File: src/rtl/iar_defines.svh
// Constants for the remote alias remap block: register indices, fields, resets, timing.
`ifndef IAR_DEFINES_SVH
`define IAR_DEFINES_SVH
// Printed offsets are register indices; byte address is four times the index.
`define IAR_IDX_ALIAS_SLOT1 8'h42
`define IAR_IDX_ALIAS_SLOT2 8'h43
`define IAR_IDX_ALIAS_SLOT3 8'h44
`define IAR_IDX_ALIAS_SLOT4 8'h45
`define IAR_IDX_ALIAS_SLOT5 8'h46
// Physical target address register of slot 1 sits at this index; slots 2..5 follow it.
`define IAR_IDX_PHYS_SLOT1 8'h3A
// Status register showing the last lookup result.
`define IAR_IDX_STATUS 8'h50
`define IAR_ADDR_MSB 7
`define IAR_ADDR_LSB 1
`define IAR_FACK_BIT 0
`define IAR_RESET_VAL 8'h00
`define IAR_LOOKUP_LAT 1
`endif

File: src/rtl/iar_pkg.sv
// Types for the remote alias remap block.
package iar_pkg;
   typedef logic [6:0] iar_addr7_t;
   typedef logic [7:0] iar_reg8_t;
   typedef enum logic [1:0] {
      IAR_IDLE = 2'b00,
      IAR_DATA = 2'b01
   } iar_bus_state_t;
endpackage

File: src/rtl/iar_remap.sv
// Alias decoder and address remap for the I2C pass-through, with an AHB-Lite slave.
`timescale 1ns/1ps
`default_nettype none
`include "iar_defines.svh"
// Notes on behaviour
// - Each slot holds a writable 7-bit alias in bits 7:1, reset zero.
// - A matching address is replaced by that slot's physical target address.
// - An alias of zero disables its slot entirely.
// - Bit 0 set forces ack on writes to that slot; clear keeps force_ack low, and remote_ack is not used.
// - Physical target address lives in bits 7:1 of a companion register.
module iar_remap #(
   parameter int SLOTS = 5
) (
   input wire logic hclk, // Clock, 200 MHz.
   input wire logic hresetn, // Asynchronous reset, active low.
   input wire logic hsel, // Slave select.
   input wire logic [31:0] haddr, // Byte address.
   input wire logic [1:0] htrans, // Transfer type.
   input wire logic hwrite, // Write when high.
   input wire logic [2:0] hsize, // Transfer size.
   input wire logic [31:0] hwdata, // Write data.
   input wire logic hready, // Bus ready.
   output logic hreadyout, // Slave ready.
   output logic hresp, // Always OKAY.
   output logic [31:0] hrdata, // Read data.
   input wire logic req_valid, // Incoming transaction address valid, one-cycle pulse.
   input wire iar_pkg::iar_addr7_t req_addr, // Incoming 7-bit address.
   input wire logic req_write, // Incoming transaction is a write.
   input wire logic remote_ack, // Acknowledge returned by the remote side.
   output logic fwd_valid, // Forward pulse toward the remote side.
   output iar_pkg::iar_addr7_t fwd_addr, // Remapped physical address.
   output logic fwd_write, // Forwarded transaction is a write.
   output logic [2:0] fwd_slot, // Slot that matched.
   output logic hit_q_out, // Last lookup matched a slot.
   output logic force_ack // Level: acknowledge forced for current slot.
);
   import iar_pkg::*;
   logic [SLOTS*8-1:0] alias_flat;
   logic [SLOTS*8-1:0] phys_flat;
   logic [7:0] rd_data;
   iar_bus_state_t st_q;
   logic wr_pend_q;
   logic [7:0] wr_idx_q;
   logic [7:0] rd_idx_q;
   // Address phase decode: word index is the byte address divided by four.
   wire [7:0] a_idx = haddr[9:2];
   wire a_valid = hsel && hready && htrans[1];
   wire a_alias = (a_idx >= `IAR_IDX_ALIAS_SLOT1) && (a_idx <= `IAR_IDX_ALIAS_SLOT5);
   wire [7:0] phys_last = `IAR_IDX_PHYS_SLOT1 + 8'(SLOTS - 1);
   wire a_phys = (a_idx >= `IAR_IDX_PHYS_SLOT1) && (a_idx <= phys_last);
   wire w_alias = (wr_idx_q >= `IAR_IDX_ALIAS_SLOT1) && (wr_idx_q <= `IAR_IDX_ALIAS_SLOT5);
   wire w_phys = (wr_idx_q >= `IAR_IDX_PHYS_SLOT1) && (wr_idx_q <= phys_last);
   wire [7:0] w_off = w_alias ? (wr_idx_q - `IAR_IDX_ALIAS_SLOT1) : (wr_idx_q - `IAR_IDX_PHYS_SLOT1);
   wire [7:0] r_off = a_alias ? (a_idx - `IAR_IDX_ALIAS_SLOT1) : (a_idx - `IAR_IDX_PHYS_SLOT1);
   wire wr_go = wr_pend_q && (w_alias || w_phys);
   // The slave is zero wait state; writes land at the end of the data phase.
   assign hreadyout = 1'b1;
   assign hresp = 1'b0;
   // Bus phase tracking; unmapped indices read zero and writes to them are dropped.
   always_ff @(posedge hclk or negedge hresetn) begin
      if (!hresetn) begin
         st_q <= IAR_IDLE;
         wr_pend_q <= 1'b0;
         wr_idx_q <= 8'h00;
         rd_idx_q <= 8'h00;
      end else begin
         st_q <= a_valid ? IAR_DATA : IAR_IDLE;
         wr_pend_q <= a_valid && hwrite;
         wr_idx_q <= a_idx;
         rd_idx_q <= a_idx;
      end
   end
   iar_slot_regs #(.SLOTS(SLOTS)) u_regs (
      .hclk(hclk),
      .hresetn(hresetn),
      .wr_en(wr_go),
      .wr_phys(w_phys),
      .wr_slot(w_off[2:0]),
      .wr_data(hwdata[7:0]),
      .rd_slot(r_off[2:0]),
      .rd_phys(a_phys),
      .rd_data(rd_data),
      .alias_flat(alias_flat),
      .phys_flat(phys_flat)
   );
   // Lookup: priority goes to the lowest slot if software programs duplicates.
   logic [SLOTS-1:0] match;
   for (genvar g = 0; g < SLOTS; g++) begin : g_match
      wire [6:0] al = alias_flat[g*8+`IAR_ADDR_LSB +: 7];
      assign match[g] = (al != 7'h00) && (al == req_addr);
   end
   logic [2:0] hit_slot;
   always_comb begin
      hit_slot = 3'd0;
      for (int i = SLOTS - 1; i >= 0; i--) begin
         if (match[i]) begin
            hit_slot = 3'(i);
         end
      end
   end
   wire any_hit = |match;
   wire [7:0] hit_alias = alias_flat[hit_slot*8 +: 8];
   wire [7:0] hit_phys = phys_flat[hit_slot*8 +: 8];
   logic st_hit_q;
   logic [2:0] st_slot_q;
   logic fack_q;
   logic last_wr_q;
   // Forward stage: only matching transactions leave, with the physical address.
   always_ff @(posedge hclk or negedge hresetn) begin
      if (!hresetn) begin
         fwd_valid <= 1'b0;
         fwd_addr <= 7'h00;
         fwd_write <= 1'b0;
         fwd_slot <= 3'd0;
         st_hit_q <= 1'b0;
         st_slot_q <= 3'd0;
         fack_q <= 1'b0;
         last_wr_q <= 1'b0;
      end else if (req_valid) begin
         fwd_valid <= any_hit;
         fwd_addr <= any_hit ? hit_phys[`IAR_ADDR_MSB:`IAR_ADDR_LSB] : 7'h00;
         fwd_write <= req_write;
         fwd_slot <= hit_slot;
         st_hit_q <= any_hit;
         st_slot_q <= hit_slot;
         fack_q <= any_hit && hit_alias[`IAR_FACK_BIT];
         last_wr_q <= req_write;
      end else begin
         fwd_valid <= 1'b0;
      end
   end
   // Forced ack applies to writes only; force_ack stays low after a read lookup.
   assign force_ack = fack_q && last_wr_q;
   assign hit_q_out = st_hit_q;
   wire [31:0] status_word = {27'h0, st_slot_q, force_ack, st_hit_q};
   wire rd_reg = (rd_idx_q >= `IAR_IDX_ALIAS_SLOT1 && rd_idx_q <= `IAR_IDX_ALIAS_SLOT5) ||
                 (rd_idx_q >= `IAR_IDX_PHYS_SLOT1 && rd_idx_q <= phys_last);
   // Read mux in the data phase; bits above the byte read as zero.
   assign hrdata = (st_q != IAR_DATA) ? 32'h0 :
                   rd_reg ? {24'h0, rd_data} :
                   (rd_idx_q == `IAR_IDX_STATUS) ? status_word : 32'h0;
   wire unused = &{1'b0, hsize, haddr[31:10], haddr[1:0], htrans[0], hwdata[31:8], remote_ack};
endmodule
`default_nettype wire

File: src/rtl/iar_slot_regs.sv
// Per-slot alias and physical target register store with registered read data.
`timescale 1ns/1ps
`default_nettype none
module iar_slot_regs #(
   parameter int SLOTS = 5
) (
   input wire logic hclk, // Clock.
   input wire logic hresetn, // Asynchronous reset, active low.
   input wire logic wr_en, // Write strobe.
   input wire logic wr_phys, // High selects the physical bank.
   input wire logic [2:0] wr_slot, // Slot index written.
   input wire logic [7:0] wr_data, // Write data.
   input wire logic [2:0] rd_slot, // Slot index read.
   input wire logic rd_phys, // High reads the physical bank.
   output logic [7:0] rd_data, // Registered read data.
   output logic [SLOTS*8-1:0] alias_flat, // All alias registers.
   output logic [SLOTS*8-1:0] phys_flat // All physical registers.
);
   import iar_pkg::*;
   // One alias and one physical register per slot; bit 0 of physical reads zero.
   for (genvar g = 0; g < SLOTS; g++) begin : g_slot
      iar_reg8_t alias_q;
      iar_reg8_t phys_q;
      wire hit = wr_en && (wr_slot == 3'(g));
      always_ff @(posedge hclk or negedge hresetn) begin
         if (!hresetn) begin
            alias_q <= `IAR_RESET_VAL;
            phys_q <= `IAR_RESET_VAL;
         end else if (hit && !wr_phys) begin
            alias_q <= wr_data;
         end else if (hit && wr_phys) begin
            phys_q <= {wr_data[7:1], 1'b0};
         end
      end
      assign alias_flat[g*8 +: 8] = alias_q;
      assign phys_flat[g*8 +: 8] = phys_q;
   end
   // Read data is registered so the bus sees a clean value in the data phase.
   wire [7:0] rd_sel = rd_phys ? phys_flat[rd_slot*8 +: 8] : alias_flat[rd_slot*8 +: 8];
   always_ff @(posedge hclk or negedge hresetn) begin
      if (!hresetn) begin
         rd_data <= 8'h00;
      end else begin
         rd_data <= rd_sel;
      end
   end
endmodule
`default_nettype wire

File: config.mk
export PLATFORM = sky130hd
export DESIGN_NAME = iar_remap
export DESIGN_NICKNAME = d
export VERILOG_FILES = /design/src/rtl/iar_pkg.sv /design/src/rtl/iar_remap.sv /design/src/rtl/iar_slot_regs.sv
export VERILOG_INCLUDE_DIRS = /design/src /design/src/rtl
export SDC_FILE = /design/constraint.sdc
export NUM_CORES = 1
export LEC_CHECK = 0
export ABC_AREA = 1
export BUFFER_PORTS_ARGS = -buffer_cell sky130_fd_sc_hd__buf_2
export CORE_MARGIN = 3
export CORE_UTILIZATION = 40
export DETAILED_ROUTE_END_ITERATION = 16
export GPL_TIMING_DRIVEN = 0
export PLACE_DENSITY = 0.7
export SLEW_MARGIN = 5
export SYNTH_ARGS = -nofsm -noshare
export SYNTH_HDL_FRONTEND = slang
export SYNTH_SLANG_ARGS = --single-unit
File: constraint.sdc
create_clock -name hclk -period 2.6 [get_ports hclk]
set_input_delay 0.13 -clock hclk [delete_from_list [all_inputs] [get_ports hclk]]
set_output_delay 0.13 -clock hclk [all_outputs]
set_load 0.01 [all_outputs]
Yosys cells after proc, flatten, opt, wreduce, memory -nomap -nowiden
Cells that the tools add are included.
Cells by class
  eq/ne operators: 11
  shifts and indexed selects: 4
  $lt $le $gt $ge: 8
  bitwise gates (word level): 5
  reductions and logical operators: 44
  add/subtract/negate cells: 4
  multiplexer cells: 14
Operator list (count)
  $shiftx 40x7->8: 3
  $shiftx 40x7->1: 1
  $eq 7x7->1: 5
  $reduce_bool 7->1: 5
  $logic_and 1x1->1: 30
  $mux 8: 3
  $mux 3: 7
  $ge 8x6->1 const B: 2
  $ge 8x7->1 const B: 2
  $le 8x6->1 const B: 2
  $le 8x7->1 const B: 2
  $sub 3x2->3 const B: 4
  $reduce_and 2->1: 5
  $eq 8x7->1 const B: 1
  $mux 7: 1
  $eq 3x2->1 const B: 2
  $mux 5: 1
  $not 1->1: 5
  $reduce_or 5->1: 1
  $eq 3x1->1 const B: 1
  $eq 3x3->1 const B: 1
  $logic_not 3->1: 1
  $mux 1: 2
  $logic_not 1->1: 1
  2 further kinds: 2
Word-level totals
  bits of input ports: 84
  register bits: 107
  logic and storage cells: 110
  output and inout port bits: 48

Longest topological paths before layout
  depth in word-level cells: 9
  depth in mapped cells: 18
  mapped depth without buffers: 16

Modules after synthesis
A second synthesis with hierarchy kept.
Unflattened totals
  cell total of the unflattened synthesis: 898
  area total of the unflattened synthesis: 6656.4 µm²
By module, submodules not included
  iar_slot_regs: sequential area each 2077.0 µm², times used 1, area each 4122.7 µm², cells an instance 497
  iar_remap: sequential area each 600.6 µm², times used 1, area each 2533.7 µm², cells an instance 401

Worst setup path after synthesis
OpenSTA, ideal clock, no wires.
  path type: reg2reg
  from: register, netlist name rd_idx_q[1]
  to: register u_regs.g_slot[3].alias_q[6]
  library setup time: 126 ps
  data required time: 2474 ps
  buffers on the path: 1
  stages on the path, launching flop included: 12
  slack: 604 ps
  clock period less this slack: 1996 ps
  arrival: 1871 ps
  cell sequence: dfrtp_1 ha_1 nand2_1 a21oi_2 nand2_4 nand2_8 inv_6 nor2_8 nand4_4 buf_6 nand2_1 o21ai_2
RTL lines
  to (signal assigned): RTL line iar_slot_regs.sv:27  | alias_q <= `IAR_RESET_VAL;
  to (signal assigned): RTL line iar_slot_regs.sv:30  | alias_q <= wr_data;
  to (decl): RTL line iar_slot_regs.sv:22  | iar_reg8_t alias_q;

Worst setup path after layout
  from: register u_regs.g_slot[3].alias_q[1]
  to: register fwd_addr[6]
Between the ends
  longest elaborated chain between the ends: 8
  elaborated cells between the ends (all ways): 10
  classes of those cells: eq/ne (1); shift (1); mux (5); reduce/logical (3)
Ends and longest elaborated chain
  $eq 7x7->1 / $reduce_bool 7->1 (equally long branches): RTL line iar_remap.sv:90  | assign match[g] = (al != 7'h00) && (al == req_addr);
  $logic_and 1x1->1 (*): RTL line iar_remap.sv:90
  $mux 3 (4 in a row): RTL line iar_remap.sv:96  | if (match[i]) begin
  $shiftx 40x7->8: RTL line iar_remap.sv:103  | wire [7:0] hit_phys = phys_flat[hit_slot*8 +: 8];
  $mux 7 (*): RTL line iar_remap.sv:121  | fwd_addr <= any_hit ? hit_phys[`IAR_ADDR_MSB:`IAR_ADDR_LSB] : 7'h00;
  to (signal assigned): RTL line iar_remap.sv:121
  to (decl): RTL line iar_remap.sv:31  | output iar_pkg::iar_addr7_t fwd_addr,
Every way passes the cells marked *; elsewhere a longest branch is shown, timed or not.
A chain may end at the register's enable or synchronous reset.

==> results.sh <==
export IMPL_antenna_found_initial=0
export IMPL_io_pin_count=132
export IMPL_critPathMaxFanout=10
export IMPL_whs_path_depth=3
export IMPL_rr_endpoint="fwd_addr[6]"
export IMPL_min_period_ns=2.41
export IMPL_drv_slew=0
export IMPL_hold_slack_ns=0.0321
export IMPL_synth_top_cell_by_area="dfrtp_1"
export IMPL_status="completed"
export IMPL_cellPowerDensity_mw_per_mm2=503
export IMPL_first_global_vias=5497
export IMPL_die_h_um=131
export IMPL_rsz0062_at_grt="false"
export IMPL_core_area_mm2=0.0153
export IMPL_fp_dieW_um=131
export IMPL_synthArstFlopShare_pct=100
export IMPL_cp_arrival_ns=2.66
export IMPL_grt_usage_pct=22.4
export IMPL_grt_max_degree=55
export IMPL_synth_most_common_cell="nand2_1"
export IMPL_drive_above_1_share_pct=15.7
export IMPL_vdd_ir_drop_max_mv=0.453
export IMPL_ant_nets=0
export IMPL_rows=45
export IMPL_hpwl_um=14200
export IMPL_h_tree_depth=3
export IMPL_regToRegSetupSlack_ns=0.19
export IMPL_synth_top_area_share_pct=42.7
export IMPL_final_cells=1124
export IMPL_cts_sinks=107
export IMPL_clock_skew_ns=0.00901
export IMPL_ys_seq_area_share_pct=42.7
export IMPL_drv_cap=0
export IMPL_pre_cts_ws_ns=0.300
export IMPL_min_period_over_period_pct=92.8
export IMPL_root_buffer="clkbuf_16"
export IMPL_fmax_mhz=415
export IMPL_start_kind="flop"
export IMPL_leakagePower_uw=0.00396
export IMPL_synth_area_per_cell_um2=7.69
export IMPL_yosys_most_used_dff="dfrtp_1"
export IMPL_slew_headroom_pct=53.2
export IMPL_ff2ff_path_depth=17
export IMPL_dp_cells=1098
export IMPL_grt_pass1_wl_um=30200
export IMPL_cp_end_kind="flop"
export IMPL_tightest_slew_ns=0.702
export IMPL_drt_iter0_markers=410
export IMPL_numCtsBuffers=9
export IMPL_synth_distinct_cells=41
export IMPL_drc=0
export IMPL_postCtsSetupBuffers=0
export IMPL_synth_seq_cells=107
export IMPL_insertion_delay_ns=0.36
export IMPL_path_clk_slew_ns=0.07
export IMPL_critPathKind="flop to flop"
export IMPL_reg2reg_from="u_regs.g_slot[3].alias_q[1]"
export IMPL_required_ns=2.85
export IMPL_synth_edff_count=0
export IMPL_timing_final_ws_setup_ns=0.188
export IMPL_vias=5670
export IMPL_gp_congestion=0.986
export IMPL_viasPerCell=5.04
export IMPL_hold_path_class="input pin to flop"
export IMPL_cts_tree="built"
export IMPL_yosys_top_cells_count="nand2_1 (231), dfrtp_1 (107), inv_1 (82)"
export IMPL_overflow=0
export IMPL_die_area_mm2=0.0172
export IMPL_total_power_uw=3690
export IMPL_io_buffers=47
export IMPL_initial_core_util_pct=41.0
export IMPL_syn2layout_area_growth_pct=17.0
export IMPL_layout_nets=996
export IMPL_synthTopCellsByArea="dfrtp_1 (43%), nand2_1 (14%), nand3_1 (6.1%)"
export IMPL_setup_viol=0
export IMPL_min_to="last_wr_q"
export IMPL_ys_warn_count=0
export IMPL_cts_buffer_depth=2
export IMPL_finalWirelength_um=18800
export IMPL_dr_pass1_iters=5
export IMPL_synthCells=815
export IMPL_antenna_cells=0
export IMPL_final_hold_violation_count=0
export IMPL_min_delay_start="req_valid"
export IMPL_synth_area_mm2=0.00626
export IMPL_fill_cells=1569
export IMPL_tns_ns=0
export IMPL_avgRoutedWirePerCell_um=16.8
## sequential cells by signal, indices dropped and copies added (netlist names), 3 cells and up
register,count
st_slot_q,3
u_regs.g_slot.phys_q,35
rd_idx_q,8
u_regs.g_slot.alias_q,40
u_regs.rd_data,8
fwd_addr,7
## how the worst max path moves through the flow
stage                                      startpoint                           to  slack (ns)  cells after the start
after floorplan                           rd_idx_q[1]  u_regs.g_slot[3].alias_q[6]        0.60                     11
after global placement                        hresetn  u_regs.g_slot[3].alias_q[1]        0.21                      1
after detailed placement                     haddr[3]            u_regs.rd_data[0]        0.30                      6
after CTS                                    haddr[3]            u_regs.rd_data[0]        0.13                      7
after global routing      u_regs.g_slot[3].alias_q[3]                  fwd_addr[6]        0.03                     15
final                     u_regs.g_slot[3].alias_q[1]                  fwd_addr[6]        0.19                     17
## cell type report
type	instances	area [um^2]	area share [%]
buffer	59	397	5.41
clock buffer	9	225	3.07
clock inverter	6	105	1.43
inverter	84	320	4.37
multi-input combinational	589	2970	40.5
sequential	107	2680	36.5
tap	211	264	3.60
timing repair buffer	59	375	5.12
## logic make-up (layout without fill, tap and decap cells)
group | count (synthesis) | after routing | synth area share [%]
AND/OR/NAND/NOR | 387 | 387 | 28.8
AO/OA/AOI/OAI | 157 | 157 | 14.0
buffers and inverters | 143 | 217 | 11.4
flip-flops | 107 | 107 | 42.7
XOR/XNOR | 16 | 16 | 2.24
adder cells (fa/ha/maj) | 3 | 3 | 0.599
other | 2 | 26 | 0.120
## per-layer routing
metal	wire [um]	track usage, %	vias to the layer above
met5	0	0	-
met3	1590	5.86	29
met1	8390	31.4	2617
li1	-	-	2799
met2	8430	34.4	225
met4	429	6.36	0
## through the flow
stage | util, % | area (um^2)
2_1_floorplan | - | 6350
6_report | 48.0 | 7330
5_1_grt | 48.0 | 7330
3_5_place_dp | 45.1 | 6880
4_1_cts | 48.0 | 7320
3_3_place_gp | 44.9 | 6850
## cell usage in the layout, fill, tap and decap left out, types with 5 or more instances in the layout
cell type,count
clkbuf_1,8
clkbuf_16,9
o21ai_2,10
xor2_1,5
o21ai_1,63
xnor2_1,11
nand4_1,5
a21oi_1,28
dfrtp_1,107
buf_4,27
nand3_1,76
buf_6,8
conb_1,26
o21ai_0,34
inv_1,82
nor3_1,9
o211ai_1,17
nand2_1,231
buf_2,58
nand3_4,8
nor2_1,43
dlygate4sd3_1,11
## power by group
group | internal, uW | leakage (uW) | switching, uW
sequential | 1710 | 0.00107 | 34.4
clock | 930 | 0.000165 | 606
combinational | 142 | 0.00273 | 265
total | 2780 | 0.00396 | 906
## critical path, cell delays in order (launching register included)
cell and delay (ns):
dfrtp_1 0.42, inv_1 0.11, nand2_1 0.06, nand2_1 0.06
nand2_1 0.06, nor2_1 0.14, nand2_1 0.06, nor2_1 0.13
nand2_1 0.07, nand2_1 0.29, nand2_1 0.16, buf_2 0.24
nand2_1 0.09, nand3_1 0.10, nand2_1 0.11, nand2_1 0.07
nand2_1 0.09, nand2_1 0.05
## timing repair
action,in CTS,in global routing
hold buffers,11,0
gates resized for setup,0,3
hold endpoints to repair,63,0
setup endpoints to repair,0,8
No activity file was read; power rests on OpenSTA's default activity.
